===== src/core/flash_epc_pkg.sv =====
// Purpose: Shared constants for the flash erase/protect controller
// Assumes: 32-bit AXI4-Lite register bus, one clock
// Notes: Register offsets are byte addresses
// Contract
// - Erase runs exactly while erase bit set
// - Dummy FF byte write arms verify reads
// - Erase needs no prior zero prewrite
// - Interrupts masked during program, erase, boot
// - Low-power or reset entry aborts, clears registers
// - Without unlock bit, no program or erase
// - Unselected blocks protected; zero protects all
// - Algorithm error sets flag, enters protection
// - Reading flash during operation is an error
// - Non-reset exception during operation is error
// - Sleep during operation is an error
// - On error keep registers, abort, refuse re-entry
// - Verify modes remain usable under error
// - Error state cleared only by reset
// - Subactive uses power-down unless select bit set
// - Subsleep and standby halt the flash
// - First control register picks four modes
// - Program runs exactly while program bit set
package flash_epc_pkg;

    // Register byte offsets
    localparam logic [7:0] OFS_CTRL1 = 8'h00;
    localparam logic [7:0] OFS_CTRL2 = 8'h04;
    localparam logic [7:0] OFS_BLKSEL = 8'h08;
    localparam logic [7:0] OFS_PWR = 8'h0c;
    localparam logic [7:0] OFS_VDUMMY = 8'h10;
    localparam logic [7:0] OFS_STATUS = 8'h14;

    // First control register fields
    localparam int BIT_PROG = 0;
    localparam int BIT_ERASE = 1;
    localparam int BIT_WCHK = 2;
    localparam int BIT_ECHK = 3;
    localparam int BIT_UNLOCK = 6;
    localparam logic [7:0] CTRL1_MASK = 8'h4f;
    // Second control and power register fields
    localparam int BIT_ERR = 7;
    localparam int BIT_LPSEL = 7;

    // Reset values and the verify dummy pattern
    localparam logic [7:0] RST_BYTE = 8'h00;
    localparam logic [7:0] VDUMMY_DATA = 8'hff;
    localparam logic [3:0] VDUMMY_STRB = 4'h1;
    localparam logic [1:0] AXI_OKAY = 2'h0;
    localparam logic [1:0] AXI_SLVERR = 2'h2;

    typedef enum logic [2:0] {
        MODE_IDLE = 3'b000,
        MODE_PROG = 3'b001,
        MODE_PVER = 3'b010,
        MODE_ERASE = 3'b011,
        MODE_EVER = 3'b100
    } mode_t;

    typedef enum logic [2:0] {
        CM_ACTIVE = 3'b000,
        CM_SLEEP = 3'b001,
        CM_SUBACTIVE = 3'b010,
        CM_SUBSLEEP = 3'b011,
        CM_STANDBY = 3'b100
    } cmode_t;

    typedef enum logic [1:0] {
        PS_NORMAL = 2'b00,
        PS_POWERDOWN = 2'b01,
        PS_STANDBY = 2'b10
    } pstate_t;

endpackage : flash_epc_pkg


===== src/core/flash_erase_protect_ctrl.sv =====
// Purpose: Flash program/erase mode control with protection
// Assumes: CPU side status inputs are on aclk; AXI4-Lite master
// Notes: One write and one read outstanding at most
//
// Implementation choices: the AXI4-Lite register port and the address map.
module flash_erase_protect_ctrl
    import flash_epc_pkg::*;
#(
    parameter int NUM_BLOCKS = 8
)
(
    input wire logic aclk,
    input wire logic aresetn,
    // AXI4-Lite write address
    input wire logic awvalid,
    output logic awready,
    input wire logic [7:0] awaddr,
    input wire logic [2:0] awprot,
    // AXI4-Lite write data
    input wire logic wvalid,
    output logic wready,
    input wire logic [31:0] wdata,
    input wire logic [3:0] wstrb,
    // AXI4-Lite write response
    output logic bvalid,
    input wire logic bready,
    output logic [1:0] bresp,
    // AXI4-Lite read address
    input wire logic arvalid,
    output logic arready,
    input wire logic [7:0] araddr,
    input wire logic [2:0] arprot,
    // AXI4-Lite read data
    output logic rvalid,
    input wire logic rready,
    output logic [31:0] rdata,
    output logic [1:0] rresp,
    // Chip side
    input wire cmode_t chip_mode,
    input wire logic boot_running,
    input wire logic flash_area_read,
    input wire logic exception_start,
    input wire logic sleep_exec,
    // Flash array side
    output logic program_pulse,
    output logic [NUM_BLOCKS-1:0] erase_pulse,
    output logic program_verify,
    output logic erase_verify,
    output logic verify_read_enable,
    output logic irq_disable,
    output pstate_t flash_state
);

    // True when exactly one bit is set
    function automatic logic is_onehot(input logic [NUM_BLOCKS-1:0] v);
        logic [NUM_BLOCKS-1:0] low;
        low = v - {{(NUM_BLOCKS-1){1'b0}}, 1'b1};
        is_onehot = (v != '0) && ((v & low) == '0);
    endfunction : is_onehot

    logic [7:0] flash_ctrl_reg_first;
    logic [NUM_BLOCKS-1:0] erase_block_select_reg;
    logic [7:0] flash_power_ctrl_reg;
    logic [7:0] flash_ctrl_reg_second;
    logic software_write_unlock_bit;
    logic write_check_bit;
    logic erase_check_bit;
    logic flash_low_power_select;
    logic flash_error_flag;
    logic error_event;
    logic hw_protect;
    logic busy;
    logic verify_armed;
    mode_t mode;
    mode_t next_mode;

    // Write channel holding state
    logic aw_held;
    logic w_held;
    logic [7:0] aw_addr_q;
    logic [31:0] w_data_q;
    logic [3:0] w_strb_q;
    logic wr_fire;
    logic [7:0] wr_byte;
    logic wr_low;

    // Read channel
    logic [31:0] next_rdata;
    logic next_rok;

    // Field views of the registers
    assign software_write_unlock_bit = flash_ctrl_reg_first[BIT_UNLOCK];
    assign write_check_bit = flash_ctrl_reg_first[BIT_WCHK];
    assign erase_check_bit = flash_ctrl_reg_first[BIT_ECHK];
    assign flash_low_power_select = flash_power_ctrl_reg[BIT_LPSEL];
    assign flash_ctrl_reg_second = {flash_error_flag, 7'h00};

    // Low-power entry acts as hardware protection
    assign hw_protect = (chip_mode == CM_SUBACTIVE) || (chip_mode == CM_SUBSLEEP)
        || (chip_mode == CM_STANDBY);

    assign busy = (mode == MODE_PROG) || (mode == MODE_ERASE);

    // Interrupt masking is combinational so no edge slips through
    assign irq_disable = busy || boot_running;

    // ---- AXI write path ----
    // Each channel is taken on its own; response after both
    assign awready = !aw_held && !bvalid;
    assign wready = !w_held && !bvalid;

    always_ff @(posedge aclk) begin
        if (!aresetn) begin
            aw_held <= 1'b0;
            aw_addr_q <= 8'h00;
        end else if (awvalid && awready) begin
            aw_held <= 1'b1;
            aw_addr_q <= awaddr;
        end else if (wr_fire) begin
            aw_held <= 1'b0;
        end
    end

    always_ff @(posedge aclk) begin
        if (!aresetn) begin
            w_held <= 1'b0;
            w_data_q <= 32'h0000_0000;
            w_strb_q <= 4'h0;
        end else if (wvalid && wready) begin
            w_held <= 1'b1;
            w_data_q <= wdata;
            w_strb_q <= wstrb;
        end else if (wr_fire) begin
            w_held <= 1'b0;
        end
    end

    // Both halves present: commit the write once
    assign wr_fire = aw_held && w_held;
    assign wr_byte = w_data_q[7:0];
    assign wr_low = w_strb_q[0];

    // Write response; unmapped offsets and the status offset give SLVERR
    always_ff @(posedge aclk) begin
        if (!aresetn) begin
            bvalid <= 1'b0;
            bresp <= AXI_OKAY;
        end else if (wr_fire) begin
            bvalid <= 1'b1;
            case (aw_addr_q)
                OFS_CTRL1, OFS_CTRL2, OFS_BLKSEL, OFS_PWR, OFS_VDUMMY: bresp <= AXI_OKAY;
                default: bresp <= AXI_SLVERR;
            endcase
        end else if (bready) begin
            bvalid <= 1'b0;
        end
    end

    // ---- Registers ----
    // First control register; error leaves it untouched by hardware
    always_ff @(posedge aclk) begin
        if (!aresetn || hw_protect) begin
            flash_ctrl_reg_first <= RST_BYTE;
        end else if (wr_fire && wr_low && aw_addr_q == OFS_CTRL1) begin
            flash_ctrl_reg_first <= wr_byte & CTRL1_MASK;
        end
    end

    // Block select; only the low NUM_BLOCKS bits exist
    always_ff @(posedge aclk) begin
        if (!aresetn || hw_protect) begin
            erase_block_select_reg <= '0;
        end else if (wr_fire && wr_low && aw_addr_q == OFS_BLKSEL) begin
            erase_block_select_reg <= wr_byte[NUM_BLOCKS-1:0];
        end
    end

    // Power select survives low-power entry, else subactive is moot
    always_ff @(posedge aclk) begin
        if (!aresetn) begin
            flash_power_ctrl_reg <= RST_BYTE;
        end else if (wr_fire && wr_low && aw_addr_q == OFS_PWR) begin
            flash_power_ctrl_reg <= {wr_byte[BIT_LPSEL], 7'h00};
        end
    end

    // Verify arm: one FF byte in lane 0 at an aligned address
    always_ff @(posedge aclk) begin
        if (!aresetn) begin
            verify_armed <= 1'b0;
        end else if (mode != MODE_PVER && mode != MODE_EVER) begin
            verify_armed <= 1'b0;
        end else if (wr_fire && aw_addr_q == OFS_VDUMMY && w_strb_q == VDUMMY_STRB
                     && wr_byte == VDUMMY_DATA) begin
            verify_armed <= 1'b1;
        end
    end

    // ---- Mode selection ----
    // Error aborts in the same cycle it is seen; verify stays open
    always_comb begin
        next_mode = MODE_IDLE;
        if (hw_protect || !software_write_unlock_bit) begin
            next_mode = MODE_IDLE;
        end else if (flash_ctrl_reg_first[BIT_PROG] && !flash_error_flag && !error_event) begin
            next_mode = MODE_PROG;
        end else if (flash_ctrl_reg_first[BIT_ERASE] && !flash_error_flag && !error_event) begin
            next_mode = MODE_ERASE;
        end else if (write_check_bit) begin
            next_mode = MODE_PVER;
        end else if (erase_check_bit) begin
            next_mode = MODE_EVER;
        end
    end

    always_ff @(posedge aclk) begin
        if (!aresetn) begin
            mode <= MODE_IDLE;
        end else begin
            mode <= next_mode;
        end
    end

    // Flash array strobes follow the mode register
    always_ff @(posedge aclk) begin
        if (!aresetn) begin
            program_pulse <= 1'b0;
            erase_pulse <= '0;
            program_verify <= 1'b0;
            erase_verify <= 1'b0;
        end else begin
            program_pulse <= next_mode == MODE_PROG;
            program_verify <= next_mode == MODE_PVER;
            erase_verify <= next_mode == MODE_EVER;
            // Multiple selections are refused rather than guessed at
            if (next_mode == MODE_ERASE && is_onehot(erase_block_select_reg)) begin
                erase_pulse <= erase_block_select_reg;
            end else begin
                erase_pulse <= '0;
            end
        end
    end

    assign verify_read_enable = verify_armed;

    // ---- AXI read path ----
    assign arready = !rvalid;

    always_comb begin
        next_rdata = 32'h0000_0000;
        next_rok = 1'b1;
        case (araddr)
            OFS_CTRL1: next_rdata[7:0] = flash_ctrl_reg_first;
            OFS_CTRL2: next_rdata[7:0] = flash_ctrl_reg_second;
            OFS_BLKSEL: next_rdata[NUM_BLOCKS-1:0] = erase_block_select_reg;
            OFS_PWR: next_rdata[7:0] = flash_power_ctrl_reg;
            OFS_VDUMMY: next_rdata[0] = verify_armed;
            OFS_STATUS: next_rdata[7:0] = {1'b0, irq_disable, verify_armed, flash_state, mode};
            default: next_rok = 1'b0;
        endcase
    end

    always_ff @(posedge aclk) begin
        if (!aresetn) begin
            rvalid <= 1'b0;
            rdata <= 32'h0000_0000;
            rresp <= AXI_OKAY;
        end else if (arvalid && arready) begin
            rvalid <= 1'b1;
            rdata <= next_rdata;
            rresp <= next_rok ? AXI_OKAY : AXI_SLVERR;
        end else if (rready) begin
            rvalid <= 1'b0;
        end
    end

    // ---- Sub-blocks ----
    flash_error_latch u_err (
        .aclk(aclk),
        .aresetn(aresetn),
        .busy(busy),
        .flash_area_read(flash_area_read),
        .exception_start(exception_start),
        .sleep_exec(sleep_exec),
        .error_event(error_event),
        .error_flag(flash_error_flag)
    );

    flash_power_state u_pwr (
        .aclk(aclk),
        .aresetn(aresetn),
        .chip_mode(chip_mode),
        .low_power_select(flash_low_power_select),
        .flash_state(flash_state)
    );

    // ---- Checks ----
    AST_NO_UNLOCK: assert property (@(posedge aclk) disable iff (!aresetn)
        !software_write_unlock_bit |=> !program_pulse && erase_pulse == '0)
        else $error("program or erase without unlock");

    AST_IRQ_MASK: assert property (@(posedge aclk) disable iff (!aresetn)
        (program_pulse || erase_pulse != '0 || boot_running) |-> irq_disable)
        else $error("interrupts open during operation");

    AST_HW_CLEAR: assert property (@(posedge aclk) disable iff (!aresetn)
        hw_protect |=> flash_ctrl_reg_first == RST_BYTE && erase_block_select_reg == '0
        ##1 !program_pulse && erase_pulse == '0)
        else $error("low-power entry did not clear");

    AST_ERASE_BLOCK: assert property (@(posedge aclk) disable iff (!aresetn)
        erase_pulse != '0 |-> erase_pulse == $past(erase_block_select_reg))
        else $error("erase on unselected block");

    AST_ERASE_TRACK: assert property (@(posedge aclk) disable iff (!aresetn)
        erase_pulse != '0 |-> $past(flash_ctrl_reg_first[BIT_ERASE]))
        else $error("erase without erase bit");

    AST_ERR_REFUSE: assert property (@(posedge aclk) disable iff (!aresetn)
        flash_error_flag |=> !program_pulse && erase_pulse == '0)
        else $error("operation re-entered after error");

    AST_ERR_VERIFY: assert property (@(posedge aclk) disable iff (!aresetn)
        (flash_error_flag && software_write_unlock_bit && !hw_protect && write_check_bit)
        |=> program_verify)
        else $error("verify blocked by error");

    AST_MULTI_NONE: assert property (@(posedge aclk) disable iff (!aresetn)
        !is_onehot(erase_block_select_reg) |=> erase_pulse == '0)
        else $error("erase with bad block selection");

    AST_BVALID_HOLD: assert property (@(posedge aclk) disable iff (!aresetn)
        bvalid && !bready |=> bvalid && $stable(bresp))
        else $error("write response dropped");

endmodule : flash_erase_protect_ctrl


===== src/core/flash_power_state.sv =====
// Purpose: Flash power state from chip operating mode
// Assumes: chip_mode comes from logic on aclk
// Notes: Output registered, one cycle behind mode
module flash_power_state
    import flash_epc_pkg::*;
(
    input wire logic aclk,
    input wire logic aresetn,
    input wire cmode_t chip_mode,
    input wire logic low_power_select,
    output pstate_t flash_state
);

    // Decode chip mode into flash state
    always_ff @(posedge aclk) begin
        if (!aresetn) begin
            flash_state <= PS_NORMAL;
        end else begin
            case (chip_mode)
                CM_SUBACTIVE: flash_state <= low_power_select ? PS_NORMAL : PS_POWERDOWN;
                CM_SUBSLEEP, CM_STANDBY: flash_state <= PS_STANDBY;
                default: flash_state <= PS_NORMAL;
            endcase
        end
    end

    AST_HALT_IN_STANDBY: assert property (@(posedge aclk) disable iff (!aresetn)
        (chip_mode == CM_STANDBY || chip_mode == CM_SUBSLEEP) |=> flash_state == PS_STANDBY)
        else $error("flash not halted in standby");

endmodule : flash_power_state


===== src/core/flash_error_latch.sv =====
// Purpose: Sticky error detection during program or erase
// Assumes: Event inputs are same-clock single-cycle or level
// Notes: Only reset clears the flag
module flash_error_latch (
    input wire logic aclk,
    input wire logic aresetn,
    input wire logic busy,
    input wire logic flash_area_read,
    input wire logic exception_start,
    input wire logic sleep_exec,
    output logic error_event,
    output logic error_flag
);

    // Error sources while programming or erasing
    assign error_event = busy && (flash_area_read || exception_start || sleep_exec);

    // Nothing but reset clears it; no software clear exists
    always_ff @(posedge aclk) begin
        if (!aresetn) begin
            error_flag <= 1'b0;
        end else if (error_event) begin
            error_flag <= 1'b1;
        end
    end

    AST_ERR_STICKY: assert property (@(posedge aclk) disable iff (!aresetn)
        error_flag |=> error_flag)
        else $error("error flag cleared without reset");

    AST_ERR_SET: assert property (@(posedge aclk) disable iff (!aresetn)
        (busy && sleep_exec) |=> error_flag)
        else $error("sleep during operation not flagged");

endmodule : flash_error_latch


===== config.mk =====
export PLATFORM = sky130hd
export DESIGN_NAME = flash_erase_protect_ctrl
export DESIGN_NICKNAME = d
export VERILOG_FILES = /design/src/core/flash_epc_pkg.sv /design/src/core/flash_erase_protect_ctrl.sv /design/src/core/flash_power_state.sv /design/src/core/flash_error_latch.sv
export SDC_FILE = /design/constraint.sdc
export NUM_CORES = 1
export LEC_CHECK = 0
export ABC_AREA = 1
export BUFFER_PORTS_ARGS = -buffer_cell sky130_fd_sc_hd__buf_2
export CORE_MARGIN = 3
export CORE_UTILIZATION = 45
export DETAILED_ROUTE_END_ITERATION = 10
export PLACE_DENSITY_LB_ADDON = 0.05
export SETUP_SLACK_MARGIN = 0.2
export SLEW_MARGIN = 20
export SYNTH_ARGS = -nofsm -noshare
export SYNTH_HDL_FRONTEND = slang
export SYNTH_SLANG_ARGS = --single-unit
export TNS_END_PERCENT = 50

===== constraint.sdc =====
create_clock -name aclk -period 1.4 [get_ports aclk]
set_input_delay 0.28 -clock aclk [delete_from_list [all_inputs] [get_ports aclk]]
set_output_delay 0.28 -clock aclk [all_outputs]
set_load 0.005 [all_outputs]

### After elaboration in Yosys (flattened, before gate mapping)

Cells that the tools add are included.

| word-level totals | value |
|---|---|
| bits in registers | 68 |
| input bits | 72 |
| output and inout port bits | 56 |
| word-level logic and storage cells | 115 |

| cells by class | value |
|---|---|
| add/subtract/negate cells | 1 |
| equality and inequality tests | 22 |
| muxes and demuxes | 19 |
| bitwise operators | 2 |
| reduce and logical (&&, ||, !) cells | 50 |

Operators with widths:

| kind | number |
|---|---|
| 7-bit one-hot mux with 5 select lines | 1 |
| 8-bit by 4-bit equality test with 1-bit output (second input constant) | 4 |
| 8-bit by 5-bit equality test with 1-bit output (second input constant) | 3 |
| 8-bit zero test | 3 |
| 1-bit logical AND | 21 |
| 8-bit by 3-bit equality test with 1-bit output (second input constant) | 2 |
| 3-bit by 2-bit equality test with 1-bit output (second input constant) | 5 |
| 3-bit two-way mux | 5 |
| 1-bit two-way mux | 9 |
| 8-bit bitwise AND | 1 |
| 8-bit equality test (second input constant) | 1 |
| 1-bit zero test | 8 |
| 1-bit logical OR | 8 |
| 2-bit nonzero test | 4 |
| 8-bit nonzero test | 1 |
| 8-bit by 1-bit subtractor with 8-bit output (second input constant) | 1 |
| 3-bit by 1-bit equality test with 1-bit output (second input constant) | 2 |
| 3-bit equality test (second input constant) | 2 |
| 6-bit OR reduction | 1 |
| 5-bit OR reduction | 1 |
| 4-bit by 1-bit equality test with 1-bit output (second input constant) | 1 |
| 2-bit two-way mux | 2 |
| 1-bit one-hot mux with 4 select lines | 1 |
| 2-bit one-hot mux with 2 select lines | 1 |
| 5 further kinds | 6 |

### Logic depth before layout (Yosys ltp)

| depth | value |
|---|---|
| depth in word-level cells | 11 |
| mapped depth | 9 |
| gate-level depth less buffers | 9 |

### Cells and area by module

Synthesis repeated with hierarchy kept, for this count alone.

| second synthesis, totals | value |
|---|---|
| cell total of the unflattened synthesis | 427 |
| area, all modules | 3024.2 um^2 |

Modules (own cells, without submodules):

| module | times used | cells each | area an instance (um^2) | sequential area each (um^2) |
|---|---|---|---|---|
| flash_erase_protect_ctrl | 1 | 407 | 2889.0 | 1261.2 |
| flash_power_state | 1 | 11 | 77.6 | 40.0 |
| flash_error_latch | 1 | 9 | 57.6 | 20.0 |

### Worst setup path after synthesis

OpenSTA, ideal clock, no wires.

| timing path | value |
|---|---|
| path type | register -> register |
| start | register erase_block_select_reg[0] |
| end | register erase_pulse[0] |
| setup time | 66 ps |
| arrival | 1067 ps |
| required time | 1334 ps |
| path slack | 267 ps |
| cell stages (with the launch flop) | 7 |
| path buffers | 0 |
| path through | dfxtp_1 nor2_2 nand2_2 nor2_2 xor2_1 nand3_2 nor2_1 |

| on the way | value |
|---|---|
| word-level cells in the longest chain between the ends | 6 |
| elaborated cells between the ends (all ways) | 7 |
| those cells by class | add/sub (1); bitwise (1); reduce/logical (5) |

Ends and longest elaborated chain:

| what | RTL line | RTL |
|---|---|---|
| from (decl) | flash_erase_protect_ctrl.sv:62 | `logic [NUM_BLOCKS-1:0] erase_block_select_reg;` |
| from (signal assigned) | flash_erase_protect_ctrl.sv:174 | `erase_block_select_reg <= wr_byte[NUM_BLOCKS-1:0];` |
| 8-bit by 1-bit subtractor with 8-bit output | flash_erase_protect_ctrl.sv:57 | `low = v - {{(NUM_BLOCKS-1){1'b0}}, 1'b1};` |
| 8-bit bitwise AND | flash_erase_protect_ctrl.sv:58 | `is_onehot = (v != '0) && ((v & low) == '0);` |
| 8-bit zero test | flash_erase_protect_ctrl.sv:58 |  |
| 1-bit logical AND | flash_erase_protect_ctrl.sv:58 |  |
| 1-bit logical AND | flash_erase_protect_ctrl.sv:236 | `if (next_mode == MODE_ERASE && is_onehot(erase_block_select_reg)) begin` |
| 2-bit AND reduction (no line) | - |  |
| to (signal assigned) | flash_erase_protect_ctrl.sv:237 | `erase_pulse <= erase_block_select_reg;` |
| to (decl) | flash_erase_protect_ctrl.sv:46 | `output logic [NUM_BLOCKS-1:0] erase_pulse,` |

Parallel ways exist; a longest one is shown, timed or not.
A chain may end at the register's enable or synchronous reset.

### Worst setup path in the final report

| timing path | value |
|---|---|
| start | register mode[0] |
| end | register erase_pulse[6] |

| on the way | value |
|---|---|
| word-level cells in the longest chain between the ends | 11 |
| elaborated cells between the ends (all ways) | 13 |
| those cells by class | eq/ne (3); mux (3); reduce/logical (7) |

Ends and longest elaborated chain:

| what | RTL line | RTL |
|---|---|---|
| from (decl) | flash_erase_protect_ctrl.sv:74 | `mode_t mode;` |
| from (signal assigned) | flash_erase_protect_ctrl.sv:220 | `mode <= next_mode;` |
| 3-bit by 1-bit equality test with 1-bit output or 3-bit by 2-bit equality test with 1-bit output (tied branches) | flash_erase_protect_ctrl.sv:102 | `assign busy = (mode == MODE_PROG) \|\| (mode == MODE_ERASE);` |
| 1-bit logical OR * | flash_erase_protect_ctrl.sv:102 |  |
| 1-bit logical AND * | flash_error_latch.sv:16 | `assign error_event = busy && (flash_area_read \|\| exception_start \|\| sleep_exec);` |
| 1-bit zero test * | flash_erase_protect_ctrl.sv:205, flash_erase_protect_ctrl.sv:207 |  |
| 1-bit logical AND | flash_erase_protect_ctrl.sv:207 | `end else if (flash_ctrl_reg_first[BIT_ERASE] && !flash_error_flag && !error_event) begin` |
| 3-bit two-way mux | flash_erase_protect_ctrl.sv:207 |  |
| 3-bit two-way mux * | flash_erase_protect_ctrl.sv:205 | `end else if (flash_ctrl_reg_first[BIT_PROG] && !flash_error_flag && !error_event) begin` |
| 3-bit two-way mux * | flash_erase_protect_ctrl.sv:203 | `if (hw_protect \|\| !software_write_unlock_bit) begin` |
| 3-bit by 2-bit equality test with 1-bit output * | flash_erase_protect_ctrl.sv:236 |  |
| 1-bit logical AND * | flash_erase_protect_ctrl.sv:236 |  |
| 2-bit AND reduction (no line) * | - |  |

Mark *: on every way between the ends. The rest lies on a longest branch, timed or not.

==> metrics <==
outcome complete, no violations; cells after synthesis approximately 430; share of cells above drive strength 1 35.65%; sequential fraction of the synthesis area roughly 44%; drc violations 0; final core utilization 62.21%; CP Capture Type flip-flop; setup slack, reg-to-reg 0.11 ns; EDFF count, synth 0; die height 87.89 um; final hold viol count 0; Clock transition at path regs 0.08 ns; DRT iter0 DRCs approximately 100; Post-CTS Hold Buffers 0; leakage power approximately 1.8 nW; Worst R2R Start mode[0]$_SDFF_PN0_; Netlist cell types 30; worst setup path endpoint erase_pulse[6]$_SDFF_PN0_; top-count cell post-synth nor2_1; most instantiated cells after synthesis 82 x nor2_1, 70 x nand2_1, 66 x dfxtp_1; Layout Skew between 0.009 and 0.01 ns; yosys warns 0; Initial Util 46.99%; Die ar. approximately 7700 um2; crit-path max FO 8; grt total ovfl 0; CTS buffer count 9; MaxCap Viol Count 0; vias in the first global route around 2,500; critical path arrival between 1.5 and 2 ns; detailed-router iteration count before antenna repair 4; Critical Path Start mode[0]$_SDFF_PN0_; core area approximately 6400 um2; H-tree depth 3; share of the synthesized area in the top cell type approximately 44%; achievable frequency 0.7738 GHz; synth top area cells dfxtp_1 44%, nor2_1 10%, nand2_1 8.7%; Fin Setup TNS 0 ns; post-route minimum period approximately 1.3 ns; I/O pins 128; Detail Placement HPWL ~5200 um; Layout Nets 600; ys async rst share 0%; R2R depth 9; Row Count 29; number of port buffers a little over 70; Non-Filler Instances a little over 600; Avg Vias per Cell just under 5; antenna cells 0; unrepaired setup endpoints after global routing yes; fillcell total 637; Yosys reg bits 66; routed vias around 3,000; nature of the critical path startpoint flip-flop; mapped cell area 3018 um2; Die W 87.89 um; PD cells roughly 1000 nW/um2; wirelength, routed 7458 um; CTS Buffer Depth 2; worst vdd ir 0.6009 mV; prevailing post-synth register cell dfxtp_1; largest net degree at the start of global routing 24; Mean Syn Cell Area 7.068 um2; multi-input logic area ~1600 um2; Total GRT Usage a little under a fifth; worst r2r dst erase_pulse[6]$_SDFF_PN0_; CTS tree yes; Final period util between 90% and 100%; leading area contributor after synthesis dfxtp_1; Req. time, crit path 1.69 ns; HP Class input port to flip-flop; Clock Sinks between 60 and 70; first-pass GRT wire length 11,450 um; clk_lat worst skew 0.34 ns; sequential standard cell area around 1300 um2; Final GP Congestion between 0.8 and 0.9; area grow syn2layout 32.38%; Setup CP Type flip-flop to flip-flop; DR WL/cell approximately 12 um; post-route ant nets 0; initial antenna violation count 0; CTS Root Cell clkbuf_8; Cells after DPL 580; Setup Viol. Count Final 0; Slew Limit Fails 0
==> layout by cell type, fill, tap and decap left out, types with 4 or more instances in the layout <==
master,n
inv_1,41
nor2_1,68
a21oi_1,25
dfxtp_1,57
nand2_2,16
o21ai_0,23
o21ai_1,6
a21oi_2,7
clkbuf_8,10
nand2_1,57
nor2_4,5
conb_1,26
nor2_2,18
buf_2,71
nand3_1,27
dfxtp_2,7
o21ai_2,4
buf_4,24
==> layout make-up <==
type / instances / area share, %
repair buffers: 99 / 14.75
clock buffers: 10 / 3.445
flip-flops and latches: 66 / 33.48
clock inverters: 6 / 1.660
multi-input cells: 305 / 39.59
inverters: 47 / 4.666
well taps: 77 / 2.412
==> per-layer routing <==
layer	GRT usage, %	part of all wire, %	up-vias
li1	-	-	1523
met1	25.32	45	1319
met2	29.73	47	91
met3	3.481	5.2	18
met4	10.18	2.9	0
met5	0	0	-
==> report_power, final <==
part / internal [W] / switching [W]
Combinational: 0.000211 / 0.000296
Clock: 0.000870 / 0.000772
Sequential: 0.00195 / 0.0000638
==> how the worst min path moves through the flow <==
stage	start	to	slack, ns	cells past startpoint
global placement	aw_addr_q[0]$_SDFFE_PN0P_	aw_addr_q[0]$_SDFFE_PN0P_	0.44	2
global route	chip_mode[0]	u_pwr.flash_state[0]$_SDFF_PN0_	0.13	2
CTS	chip_mode[0]	u_pwr.flash_state[0]$_SDFF_PN0_	0.12	2
detailed placement	aw_addr_q[7]$_SDFFE_PN0P_	aw_addr_q[7]$_SDFFE_PN0P_	0.45	2
finish	chip_mode[0]	u_pwr.flash_state[0]$_SDFF_PN0_	0.14	2
floorplan	chip_mode[0]	u_pwr.flash_state[0]$_SDFF_PN0_	0.36	1
==> metrics by stage <==
step                      hold WS (ns)  area [um2]  power (W)  setup slack (ns)
after floorplan                 0.3575        3112   0.002349            0.2667
after CTS                       0.1248        3761   0.004146           0.08601
after global placement          0.4378        3440   0.002459           0.06523
final                           0.1402        3995   0.004161            0.1077
after global routing            0.1302        3995   0.004358           0.01475
after detailed placement        0.4451        3440   0.002471           0.01456
==> critical path, stage by stage, from the launching register on <==
cell	delay [ns]
dfxtp_2	0.34
inv_4	0.07
nor2_2	0.04
nand2_2	0.14
nand2_4	0.09
inv_2	0.07
nand2_1	0.06
nor2_2	0.15
nand3_4	0.15
nor2_4	0.13
==> logic make-up (layout without fill, tap and decap cells) <==
logic type,Yosys count,count (layout),share of synthesized area (%)
xor gates and xnor gates,1,1,0.2903
buffers and inverters,82,162,13.72
other,1,26,0.1243
AOI/OAI and AO/OA,71,71,12.27
DFF,66,66,43.78
and+or+nand+nor,206,207,29.81
==> repair_timing <==
| action | CTS | global route |
|---|---|---|
| cloned | 1 | 0 |
| gates resized for setup | 19 | 62 |
| endpoints found under the setup margin | 26 | 52 |
| pin swaps | 9 | 22 |
| buffers inserted | 8 | 5 |
Power figures use the tool's default switching activity.
